`src/include/rec_pkg.sv`:
```
package rec_pkg;

	localparam int unsigned      DATA_W          = 8;
	localparam int unsigned      ADDR_W          = 8;
	localparam int unsigned      VCODE_W         = 7;
	localparam int unsigned      MV_W            = 12;

	// Register offsets
	localparam logic [7:0]       OFS_VCODE       = 8'h00;
	localparam logic [7:0]       OFS_ENABLE      = 8'h01;
	localparam logic [7:0]       OFS_COMMAND     = 8'h02;
	localparam logic [7:0]       OFS_STATUS      = 8'h03;

	// Status register field positions
	localparam int unsigned      ST_MANRST_BIT   = 0;
	localparam int unsigned      ST_WDT_BIT      = 1;
	localparam int unsigned      ST_CHG_BIT      = 2;
	localparam int unsigned      ST_SW_BIT       = 3;
	localparam int unsigned      ST_PUSH_BIT     = 4;
	localparam int unsigned      ST_PGOOD_BIT    = 5;
	localparam int unsigned      ST_STATE_LSB    = 6;

	// Reset values
	localparam logic [6:0]       VCODE_RESET     = 7'h00;
	localparam logic [1:0]       ENABLE_RESET    = 2'h2;

	// Voltage code scale
	localparam logic [11:0]      VOLT_MIN_MV     = 12'h320;
	localparam logic [11:0]      VOLT_STEP_MV    = 12'h019;

	// Enable select encodings
	localparam logic [1:0]       EN_FORCE_OFF    = 2'h0;
	localparam logic [1:0]       EN_FORCE_ON     = 2'h1;
	localparam logic [1:0]       EN_HW_WAKE      = 2'h2;

	// Software power command encodings
	localparam logic [1:0]       CMD_NONE        = 2'h0;
	localparam logic [1:0]       CMD_RESET       = 2'h1;
	localparam logic [1:0]       CMD_POWER_OFF   = 2'h2;
	localparam logic [1:0]       CMD_SHIP_MODE   = 2'h3;

	localparam logic [1:0]       CHG_VALID       = 2'h3;

	// Controller tick and sequence lengths, in system clocks and ticks
	localparam int unsigned      CTRL_DIV        = 100;
	localparam int unsigned      DEBOUNCE_TICKS  = 30;
	localparam int unsigned      UP_TICKS        = 8;
	localparam int unsigned      DOWN_TICKS      = 8;
	localparam int unsigned      CNT_W           = 16;

	typedef enum logic [1:0] {
		REC_OFF  = 2'b00,
		REC_UP   = 2'b01,
		REC_ON   = 2'b10,
		REC_DOWN = 2'b11
	} rec_state_t;

endpackage

```
`src/include/rec_debounce_if.sv`:
```
`timescale 1ns/1ps
interface rec_debounce_if;
	logic tick;
	logic raw_n;
	logic level;
	logic assert_pulse;

	modport ctrl
	(
		output tick,
		output raw_n,
		input  level,
		input  assert_pulse
	);

	modport deb
	(
		input  tick,
		input  raw_n,
		output level,
		output assert_pulse
	);
endinterface

```
`src/hw/rec_debounce.sv`:
```
`timescale 1ns/1ps
module rec_debounce #(
	parameter int unsigned DEBOUNCE_TICKS = rec_pkg::DEBOUNCE_TICKS
) (
	input  wire logic      clk_sys_in,
	input  wire logic      rstn_in,
	rec_debounce_if.deb    dbus
);
	logic [rec_pkg::CNT_W-1:0] count;

	// Level must hold for the full time, counted in controller ticks
	always_ff @(posedge clk_sys_in or negedge rstn_in)
	begin
		if (!rstn_in)
		begin
			count <= '0;
			dbus.level <= 1'b0;
			dbus.assert_pulse <= 1'b0;
		end
		else
		begin
			dbus.assert_pulse <= 1'b0;
			if ((!dbus.raw_n) == dbus.level)
				count <= '0;
			else if (dbus.tick)
			begin
				if (count >= rec_pkg::CNT_W'(DEBOUNCE_TICKS - 1))
				begin
					count <= '0;
					dbus.level <= !dbus.raw_n;
					dbus.assert_pulse <= !dbus.raw_n;
				end
				else
					count <= count + 1'b1;
			end
		end
	end
endmodule

```
`src/hw/rec_regulator_enable_control.sv`:
```
// Behaviour
// - Output target 0.8 V plus 25 mV per code
// - Active discharge on while regulator disabled
// - Enable select 01 powers up regulator
// - Enable select 00 powers down regulator
// - Hardware-wake mode: debounced push sets wake flag
// - Hardware-wake mode: charger becoming valid starts power-up
// - Cold reset completion sets software wake flag only when ENABLE_RESET is hardware-wake
// - Supply or thermal faults force regulator off
// - Power-off command forces regulator off
// - Reset command forces regulator off
// - Ship-mode command forces regulator off
// - Enabled watchdog expiry forces regulator off
// - Manual reset forces regulator off
// - Enable select reset value is parameter
// - Power good held low during sequences
`timescale 1ns/1ps
module rec_regulator_enable_control #(
	parameter logic [1:0]  ENABLE_RESET   = rec_pkg::ENABLE_RESET,
	parameter int unsigned CTRL_DIV       = rec_pkg::CTRL_DIV,
	parameter int unsigned DEBOUNCE_TICKS = rec_pkg::DEBOUNCE_TICKS,
	parameter int unsigned UP_TICKS       = rec_pkg::UP_TICKS,
	parameter int unsigned DOWN_TICKS     = rec_pkg::DOWN_TICKS
) (
	input  wire logic        clk_sys_in,
	input  wire logic        rstn_in,
	input  wire logic [7:0]  addr_in,
	input  wire logic [7:0]  wdata_in,
	input  wire logic        wr_in,
	input  wire logic        rd_in,
	output logic [7:0]       rdata_out,
	input  wire logic        push_wake_input_n_in,
	input  wire logic [1:0]  charger_input_status_in,
	input  wire logic        sys_undervoltage_in,
	input  wire logic        sys_overvoltage_in,
	input  wire logic        over_temperature_in,
	input  wire logic        watchdog_enable_in,
	input  wire logic        watchdog_expire_in,
	input  wire logic        manual_reset_in,
	input  wire logic        reset_actions_done_in,
	input  wire logic        regulator_output_ok_in,
	output logic             regulator_enable_out,
	output logic [6:0]       regulator_voltage_code_out,
	output logic [11:0]      regulator_target_mv_out,
	output logic             active_discharge_out,
	output logic             regulator_power_good_out,
	output logic             regulator_power_good_oe_out
);
	rec_debounce_if dbus ();

	logic [rec_pkg::CNT_W-1:0] div_count;
	logic [rec_pkg::CNT_W-1:0] seq_count;
	logic [6:0]                regulator_voltage_code;
	logic [1:0]                regulator_enable_select;
	logic                      push_wake_flag;
	logic                      software_wake_flag;
	logic                      charger_wake_flag;
	logic                      watchdog_expired_flag;
	logic                      manual_reset_flag;
	logic                      charger_valid_prev;
	logic                      cold_reset_pending;
	rec_pkg::rec_state_t       state;
	rec_pkg::rec_state_t       next_state;
	logic                      fault;
	logic                      cmd_write;
	logic                      kill_req;
	logic                      wake_pending;
	logic                      want_on;
	logic                      charger_rise;

	// Controller clock enable
	always_ff @(posedge clk_sys_in or negedge rstn_in)
	begin
		if (!rstn_in)
		begin
			div_count <= '0;
			dbus.tick <= 1'b0;
		end
		else if (div_count >= rec_pkg::CNT_W'(CTRL_DIV - 1))
		begin
			div_count <= '0;
			dbus.tick <= 1'b1;
		end
		else
		begin
			div_count <= div_count + 1'b1;
			dbus.tick <= 1'b0;
		end
	end

	assign dbus.raw_n = push_wake_input_n_in;

	rec_debounce #(
		.DEBOUNCE_TICKS (DEBOUNCE_TICKS)
	) u_debounce (
		.clk_sys_in (clk_sys_in),
		.rstn_in    (rstn_in),
		.dbus       (dbus)
	);

	assign fault = sys_undervoltage_in || sys_overvoltage_in || over_temperature_in;
	assign cmd_write = wr_in && (addr_in == rec_pkg::OFS_COMMAND);
	// Any nonzero command, enabled expiry or manual reset forces off
	assign kill_req = (cmd_write && (wdata_in[1:0] != rec_pkg::CMD_NONE))
		|| (watchdog_enable_in && watchdog_expire_in)
		|| manual_reset_in;
	assign wake_pending = push_wake_flag || software_wake_flag || charger_wake_flag;
	assign charger_rise = (charger_input_status_in == rec_pkg::CHG_VALID) && !charger_valid_prev;
	assign want_on = !fault && !kill_req
		&& ((regulator_enable_select == rec_pkg::EN_FORCE_ON)
		|| ((regulator_enable_select == rec_pkg::EN_HW_WAKE) && wake_pending));

	// Registers written by software
	always_ff @(posedge clk_sys_in or negedge rstn_in)
	begin
		if (!rstn_in)
		begin
			regulator_voltage_code <= rec_pkg::VCODE_RESET;
			regulator_enable_select <= ENABLE_RESET;
		end
		else if (cmd_write && (wdata_in[1:0] == rec_pkg::CMD_RESET))
			regulator_enable_select <= ENABLE_RESET;
		else if (wr_in && (addr_in == rec_pkg::OFS_VCODE))
			regulator_voltage_code <= wdata_in[6:0];
		else if (wr_in && (addr_in == rec_pkg::OFS_ENABLE))
			regulator_enable_select <= wdata_in[1:0];
	end

	// Wake flags: an event beats a clear in the same cycle
	always_ff @(posedge clk_sys_in or negedge rstn_in)
	begin
		if (!rstn_in)
		begin
			push_wake_flag <= 1'b0;
			charger_wake_flag <= 1'b0;
			software_wake_flag <= 1'b0;
			charger_valid_prev <= 1'b0;
			cold_reset_pending <= 1'b0;
		end
		else
		begin
			charger_valid_prev <= (charger_input_status_in == rec_pkg::CHG_VALID);
			if (cmd_write && (wdata_in[1:0] == rec_pkg::CMD_RESET))
				cold_reset_pending <= 1'b1;
			else if (reset_actions_done_in)
				cold_reset_pending <= 1'b0;
			if (dbus.assert_pulse && (regulator_enable_select == rec_pkg::EN_HW_WAKE))
				push_wake_flag <= 1'b1;
			else if (kill_req || (next_state == rec_pkg::REC_UP))
				push_wake_flag <= 1'b0;
			if (charger_rise && (regulator_enable_select == rec_pkg::EN_HW_WAKE))
				charger_wake_flag <= 1'b1;
			else if (kill_req || (next_state == rec_pkg::REC_UP))
				charger_wake_flag <= 1'b0;
			if (cold_reset_pending && reset_actions_done_in
				&& (ENABLE_RESET == rec_pkg::EN_HW_WAKE))
				software_wake_flag <= 1'b1;
			else if (kill_req || (next_state == rec_pkg::REC_UP))
				software_wake_flag <= 1'b0;
		end
	end

	// Sticky shutdown causes, write one to clear
	always_ff @(posedge clk_sys_in or negedge rstn_in)
	begin
		if (!rstn_in)
		begin
			watchdog_expired_flag <= 1'b0;
			manual_reset_flag <= 1'b0;
		end
		else
		begin
			if (watchdog_enable_in && watchdog_expire_in)
				watchdog_expired_flag <= 1'b1;
			else if (wr_in && (addr_in == rec_pkg::OFS_STATUS) && wdata_in[rec_pkg::ST_WDT_BIT])
				watchdog_expired_flag <= 1'b0;
			if (manual_reset_in)
				manual_reset_flag <= 1'b1;
			else if (wr_in && (addr_in == rec_pkg::OFS_STATUS)
				&& wdata_in[rec_pkg::ST_MANRST_BIT])
				manual_reset_flag <= 1'b0;
		end
	end

	// On/off sequencer
	always_comb
	begin
		next_state = state;
		case (state)
			rec_pkg::REC_OFF:
			begin
				if (want_on)
					next_state = rec_pkg::REC_UP;
			end
			rec_pkg::REC_UP:
			begin
				if (fault || kill_req
					|| (regulator_enable_select == rec_pkg::EN_FORCE_OFF)
					|| (regulator_enable_select == 2'h3))
					next_state = rec_pkg::REC_DOWN;
				else if (dbus.tick && (seq_count >= rec_pkg::CNT_W'(UP_TICKS - 1)))
					next_state = rec_pkg::REC_ON;
			end
			rec_pkg::REC_ON:
			begin
				if (fault || kill_req
					|| (regulator_enable_select == rec_pkg::EN_FORCE_OFF)
					|| (regulator_enable_select == 2'h3))
					next_state = rec_pkg::REC_DOWN;
			end
			rec_pkg::REC_DOWN:
			begin
				if (dbus.tick && (seq_count >= rec_pkg::CNT_W'(DOWN_TICKS - 1)))
					next_state = rec_pkg::REC_OFF;
			end
			default:
				next_state = rec_pkg::REC_OFF;
		endcase
	end

	always_ff @(posedge clk_sys_in or negedge rstn_in)
	begin
		if (!rstn_in)
		begin
			state <= rec_pkg::REC_OFF;
			seq_count <= '0;
		end
		else
		begin
			state <= next_state;
			if (next_state != state)
				seq_count <= '0;
			else if (dbus.tick)
				seq_count <= seq_count + 1'b1;
		end
	end

	// Pin outputs, one cycle behind the sequencer state
	always_ff @(posedge clk_sys_in or negedge rstn_in)
	begin
		if (!rstn_in)
		begin
			regulator_enable_out <= 1'b0;
			active_discharge_out <= 1'b1;
			regulator_power_good_out <= 1'b0;
			regulator_power_good_oe_out <= 1'b1;
			regulator_voltage_code_out <= rec_pkg::VCODE_RESET;
			regulator_target_mv_out <= rec_pkg::VOLT_MIN_MV;
		end
		else
		begin
			regulator_enable_out <= (state == rec_pkg::REC_UP) || (state == rec_pkg::REC_ON);
			active_discharge_out <= (state == rec_pkg::REC_OFF)
				|| (state == rec_pkg::REC_DOWN);
			regulator_power_good_out <= 1'b0;
			// Open drain: release only when on and in regulation
			regulator_power_good_oe_out <= !((state == rec_pkg::REC_ON)
				&& regulator_output_ok_in);
			regulator_voltage_code_out <= regulator_voltage_code;
			regulator_target_mv_out <= rec_pkg::VOLT_MIN_MV
				+ 12'(regulator_voltage_code * rec_pkg::VOLT_STEP_MV);
		end
	end

	// Read port
	always_ff @(posedge clk_sys_in or negedge rstn_in)
	begin
		if (!rstn_in)
			rdata_out <= 8'h00;
		else if (rd_in)
		begin
			case (addr_in)
				rec_pkg::OFS_VCODE:
					rdata_out <= {1'b0, regulator_voltage_code};
				rec_pkg::OFS_ENABLE:
					rdata_out <= {6'h00, regulator_enable_select};
				rec_pkg::OFS_STATUS:
					rdata_out <= {state, !regulator_power_good_oe_out, push_wake_flag,
						software_wake_flag, charger_wake_flag, watchdog_expired_flag,
						manual_reset_flag};
				default:
					rdata_out <= 8'h00;
			endcase
		end
		else
			rdata_out <= 8'h00;
	end
endmodule

```
`config.mk`:
```
export PLATFORM = sky130hd
export DESIGN_NAME = rec_regulator_enable_control
export DESIGN_NICKNAME = d
export VERILOG_FILES = /design/src/include/rec_pkg.sv /design/src/include/rec_debounce_if.sv /design/src/hw/rec_debounce.sv /design/src/hw/rec_regulator_enable_control.sv
export SDC_FILE = /design/constraint.sdc
export NUM_CORES = 1
export LEC_CHECK = 0
export ABC_AREA = 1
export ABC_CLOCK_PERIOD_IN_PS = 2800
export BUFFER_PORTS_ARGS = -buffer_cell sky130_fd_sc_hd__buf_2
export CAP_MARGIN = 20
export CORE_ASPECT_RATIO = 0.7
export CORE_UTILIZATION = 40
export DETAILED_ROUTE_END_ITERATION = 16
export GPL_TIMING_DRIVEN = 0
export PLACE_DENSITY = 0.63
export SLEW_MARGIN = 20
export SYNTH_ARGS = -nofsm -noshare
export SYNTH_HDL_FRONTEND = slang
export SYNTH_HIERARCHICAL = 1
export SYNTH_SLANG_ARGS = --single-unit
```
`constraint.sdc`:
```
create_clock -name clk_sys_in -period 2.8 [get_ports clk_sys_in]
set_input_delay 0.42 -clock clk_sys_in [delete_from_list [all_inputs] [get_ports clk_sys_in]]
set_output_delay 0.42 -clock clk_sys_in [all_outputs]
set_load 0.01 [all_outputs]
```
=== After elaboration in Yosys (flattened, before gate mapping) ===
Cells that the tools add are included.

* Logic and storage cells: 131
* Bits in registers: 99
* Bits of input ports: 31
* Output and inout port bits: 31

* Multiplexer cells: 31
* $lt $le $gt $ge: 3
* Add/subtract/negate cells: 4
* Reduce and logical (&&, ||, !) cells: 53
* Equality and inequality tests: 15
* Bitwise gates (word level): 2
* $mul: 1

{| class="wikitable"
|+ Operator list
! operator !! number
|-
| two-way mux 16 bit || 6
|-
| adder 16 x 1 -> 16 bit, second input constant || 3
|-
| case mux 8 bit (3 select lines) || 1
|-
| nonzero test 2 bit || 10
|-
| logical AND 1 bit || 18
|-
| == test 8 x 2 -> 1 bit, second input constant || 2
|-
| greater-or-equal comparator 16 x 3 -> 1 bit, second input constant || 1
|-
| greater-or-equal comparator 16 x 5 -> 1 bit, second input constant || 1
|-
| greater-or-equal comparator 16 x 7 -> 1 bit, second input constant || 1
|-
| two-way mux 2 bit || 8
|-
| two-way mux 1 bit || 14
|-
| logical OR 1 bit || 13
|-
| adder 10 x 12 -> 12 bit, first input constant || 1
|-
| multiplier 7 x 5 -> 12 bit, second input constant || 1
|-
| == test 2 bit, second input constant || 5
|-
| == test 2 x 1 -> 1 bit, second input constant || 4
|-
| == test 8 x 1 -> 1 bit, second input constant || 1
|-
| logical NOT 8 bit || 1
|-
| two-way mux 8 bit || 1
|-
| case mux 2 bit (4 select lines) || 1
|-
| logical NOT 1 bit || 6
|-
| logical NOT 2 bit || 2
|-
| AND reduction 2 bit || 2
|-
| AND reduction 3 bit || 1
|-
| other kinds (4) || 5
|}

=== Longest topological paths before layout ===
* Depth after elaboration: 14
* Mapped depth: 14
* Mapped depth without buffers: 14

=== Modules after synthesis ===
Netlist, hierarchy kept.

{| class="wikitable"
|+ By module, submodules not included
! module !! sequential area each (um^2) !! area each (um^2) !! instances !! cells an instance
|-
| rec_regulator_enable_control || 1959.4 || 3912.5 || 1 || 396
|-
| rec_debounce || 450.4 || 844.6 || 1 || 98
|}

=== Worst setup path before layout ===
Ideal clock, no wire load.

* Kind: reg-to-reg
* Start point: reg regulator_voltage_code[1]
* End point: reg regulator_target_mv_out[11]
* Period minus slack after synthesis: 2.866 ns
* Buffers on the path: 0
* Data arrival time: 2.787 ns
* Setup slack: -0.066 ns
* Data required time: 2.721 ns
* Stages on the path, launching flop included: 15
* Library setup time: 0.079 ns
* Cell sequence: dfrtp_1 > inv_1 > ha_1 > fa_1 > inv_1 > ha_1 > ha_1 > fa_1 > nand3_1 > and2_1 > inv_1 > a21oi_1 > nor2_1 > nor2_1 > xor2_1

* Longest elaborated chain between the ends: 2

{| class="wikitable"
|+ Ends and longest elaborated chain
! element !! RTL line !! text
|-
| start, declared || rec_regulator_enable_control.sv:53 || <nowiki>logic [6:0] regulator_voltage_code;</nowiki>
|-
| start signal, assigned || rec_regulator_enable_control.sv:118 || <nowiki>regulator_voltage_code <= rec_pkg::VCODE_RESET;</nowiki>
|-
| start signal, assigned || rec_regulator_enable_control.sv:124 || <nowiki>regulator_voltage_code <= wdata_in[6:0];</nowiki>
|-
| multiplier 7 x 5 -> 12 bit || rec_regulator_enable_control.sv:261 || <nowiki>+ 12'(regulator_voltage_code * rec_pkg::VOLT_STEP_MV);</nowiki>
|-
| adder 10 x 12 -> 12 bit || rec_regulator_enable_control.sv:261 ||
|-
| end signal, assigned || rec_regulator_enable_control.sv:248 || <nowiki>regulator_target_mv_out <= rec_pkg::VOLT_MIN_MV;</nowiki>
|-
| end signal, assigned || rec_regulator_enable_control.sv:260 || <nowiki>regulator_target_mv_out <= rec_pkg::VOLT_MIN_MV</nowiki>
|-
| end, declared || rec_regulator_enable_control.sv:44 || <nowiki>output logic [11:0] regulator_target_mv_out,</nowiki>
|}

No other way between the ends.
A chain may end at the register's enable or synchronous reset.

=== Final worst setup path ===
Ends and elaborated chain as after synthesis.

==> out/metrics.csv <==
metric,value,unit
maxSlewViolCount,0,
comb_power_share,26.1,%
cap_violations,0,
yosysSeqAreaShare,50.7,%
start_util,42.1,%
netlist_instances,494,
clockBufferDepth,2,
dieHeight,93.2,µm
finalCritPeriodShare,99.5,%
holdPathStages,2,
core_region_area,11300,µm²
io_pins,62,
syn_area,4760,µm²
worstPathRequired,3060,ps
p_sw,0.00118,W
cts_tree,built,
yosys_register_bits,96,
grt_pass1_wl,15400,µm
drive_gt1_share,25.6,%
setup_tns,0,ps
fin_cells,740,
worstPathArrival,3050,ps
wl_per_cell,12.2,µm
p_int,0.00260,W
cts_buffers,9,
grt_max_degree,63,
dpl.cell_count,716,
gr-total-overflow,0,
ant_nets,0,
first_global_vias,3386,
min-delay-start,regulator_output_ok_in,
final_common_cell,dfrtp_1,
h-tree-depth,3,
fin_nets,651,
worst_hold_path_type,in -> reg,
setup_slack,13.2,ps
p_leak,2.84,nW
clkLatencyLatePin,340,ps
cts.clk_slew.worst_paths,60,ps
firstDrtPassIters,4,
critPathKind,reg -> reg,
antenna_found_initial,0,
dp_hpwl,6710,µm
die_w,132,µm
pwr-share-seq,41.7,%
cts-root-buf,clkbuf_16,
period_minus_slack,2790,ps
drt_iter0_drc,236,
drc,0,
clock.fmax,359,MHz
diodes,0,
path_max_fanout,2,
layout_common_cells,"dfrtp_1, inv_1, nor2_1",
outcome,finished clean,
grt.total_usage,16.0,%
synth_cell_types,41,
place.gp.congestion,0.802,
clock_sinks,96,
clkPwrFrac,32.2,%
area_growth,21.5,%
via_per_inst,4.59,
cellPowerDensity,652,nW/µm²
hold_end,regulator_power_good_oe_out,
rsz0062_at_grt,yes,
yosysWarnings,6,
num_rows,32,
reg2reg_slack,10,ps
reg2regPathDepth,14,
num_vias,3398,
fin_skew,7.16,ps
p_sw_share,31.2,%
wl,9040,µm
syn-mean-instance-area,9.63,µm²
post-place-ws,-205,ps
port_buffers,59,
peakVddDrop,366,µV
r2r_end,regulator_target_mv_out[11],
r2r-start,regulator_voltage_code[1],
endpoint_kind,flop,
cp-start-kind,flop,
setup_viol,0,
die_area,12300,µm²
hold_viol,0,
cells by family (layout without fill, tap and decap cells):
family          after synthesis  in the layout  synth area share [%]
compound gates               42             42                  5.31
simple gates                203            203                  21.1
other cells                   1             10                0.0788
flops                        96             96                  50.7
fa+ha+maj                    38             38                  10.6
xor+xnor                     21             21                  3.87
mux                           2              2                 0.447
buf+inv                      91            175                  7.94
registers in the layout, indices dropped and copies added, names as in the netlist, 2 cells and up:
name,flops
regulator_voltage_code_out,4
rdata_out,8
div_count,16
seq_count,16
state,2
regulator_target_mv_out,12
regulator_voltage_code,7
regulator_enable_select,2
u_debounce/count,16
worst max path at each step:
stage	slack [ps]	to	start	cells past startpoint
final	10	regulator_target_mv_out[11]	regulator_voltage_code[1]	14
after global routing	-120	regulator_target_mv_out[11]	regulator_voltage_code[1]	14
after CTS	-40	regulator_target_mv_out[11]	regulator_voltage_code[1]	14
after detailed placement	-200	regulator_target_mv_out[11]	regulator_voltage_code[1]	14
after global placement	-190	regulator_target_mv_out[11]	regulator_voltage_code[1]	14
after floorplan	10	regulator_target_mv_out[11]	regulator_voltage_code[1]	14
stage by stage:
step                hold slack (ps)  total power [W]  cell area [µm²]  util (%)
detailed placement              347          0.00253             5320      47.1
CTS                             205          0.00380             5720      50.6
global route                    215          0.00399             5780      51.2
finish                          217          0.00377             5780      51.2
global placement                416          0.00249             5280      46.8
floorplan                       124          0.00227             4800         -
synthesized netlist by cell type:
cell type,number,area [µm²]
dfrtp_1,90,2250
inv_1,77,289
nor2_1,67,251
nand2_1,62,233
ha_1,34,425
nand3_1,22,110
xor2_1,15,131
a21oi_1,14,70.1
nor2_4,11,124
nand4_1,9,56.3
o21ai_0,9,45.0
nor3_1,8,40.0
dfstp_2,6,158
inv_2,6,22.5
o21bai_1,6,45.0
xnor2_1,6,52.6
buf_4,5,37.5
nor2_2,5,31.3
o22ai_1,5,31.3
fa_1,4,80.1
nand2_2,4,25.0
nand3_2,3,30.0
or2_2,3,18.8
a31oi_1,2,12.5
and2_1,2,12.5
nor3b_1,2,15.0
nor4_2,2,25.0
o21ai_1,2,10.0
a21oi_2,1,8.76
a41o_1,1,10.0
and3_1,1,6.26
buf_12,1,20.0
buf_2,1,5.00
clkbuf_1,1,3.75
conb_1,1,3.75
mux2_2,1,11.3
mux2i_1,1,10.0
nand3_4,1,17.5
nor4_1,1,6.26
o21bai_2,1,11.3
o221ai_1,1,8.76
final cells by class:
cell class,instances,area [µm²]
Clock inverter,3,42.5
Fill cell,1040,5510
Tap cell,153,191
Timing Repair Buffer,68,395
Buffer,8,66.3
Multi-Input combinational cell,316,2110
Clock buffer,13,250
Inverter,83,312
Sequential cell,96,2410
critical path, stage by stage (launching register included):
cell     delay (ps)
dfrtp_1         420
inv_2            90
ha_4            200
fa_1            510
inv_2            50
ha_4            210
ha_4            160
fa_2            400
nand3_2          70
and2_4          140
inv_2            30
a21oi_2         100
nor2_1           50
nor2_1          110
xor2_1          150
power by group through the flow:
stage	sequential (W)	combinational (W)	clock, W
5_1_grt	0.00159	0.00110	0.00131
2_1_floorplan	0.00162	0.000652	0
3_5_place_dp	0.00160	0.000933	0
4_1_cts	0.00157	0.000967	0.00125
3_3_place_gp	0.00159	0.000896	0
6_report	0.00157	0.000984	0.00121
per-layer routing:
metal  wire length [µm]  vias to the layer above  global-route usage, %
met2               4020                       59                   24.6
met1               4590                     1615                   21.9
met3                327                       10                   4.55
met4                104                        0                   4.89
met5                  0                        -                      0
li1                   -                     1714                      -
timing repair:
item | CTS | global route
endpoints found under the hold margin | 30 | 0
resized for setup | 14 | 8
pin swaps | 10 | 8
setup endpoints to repair | 2 | 2
hold buffers | 1 | 0
setup buffers | 5 | 2
No activity file was read; power rests on OpenSTA's default activity.
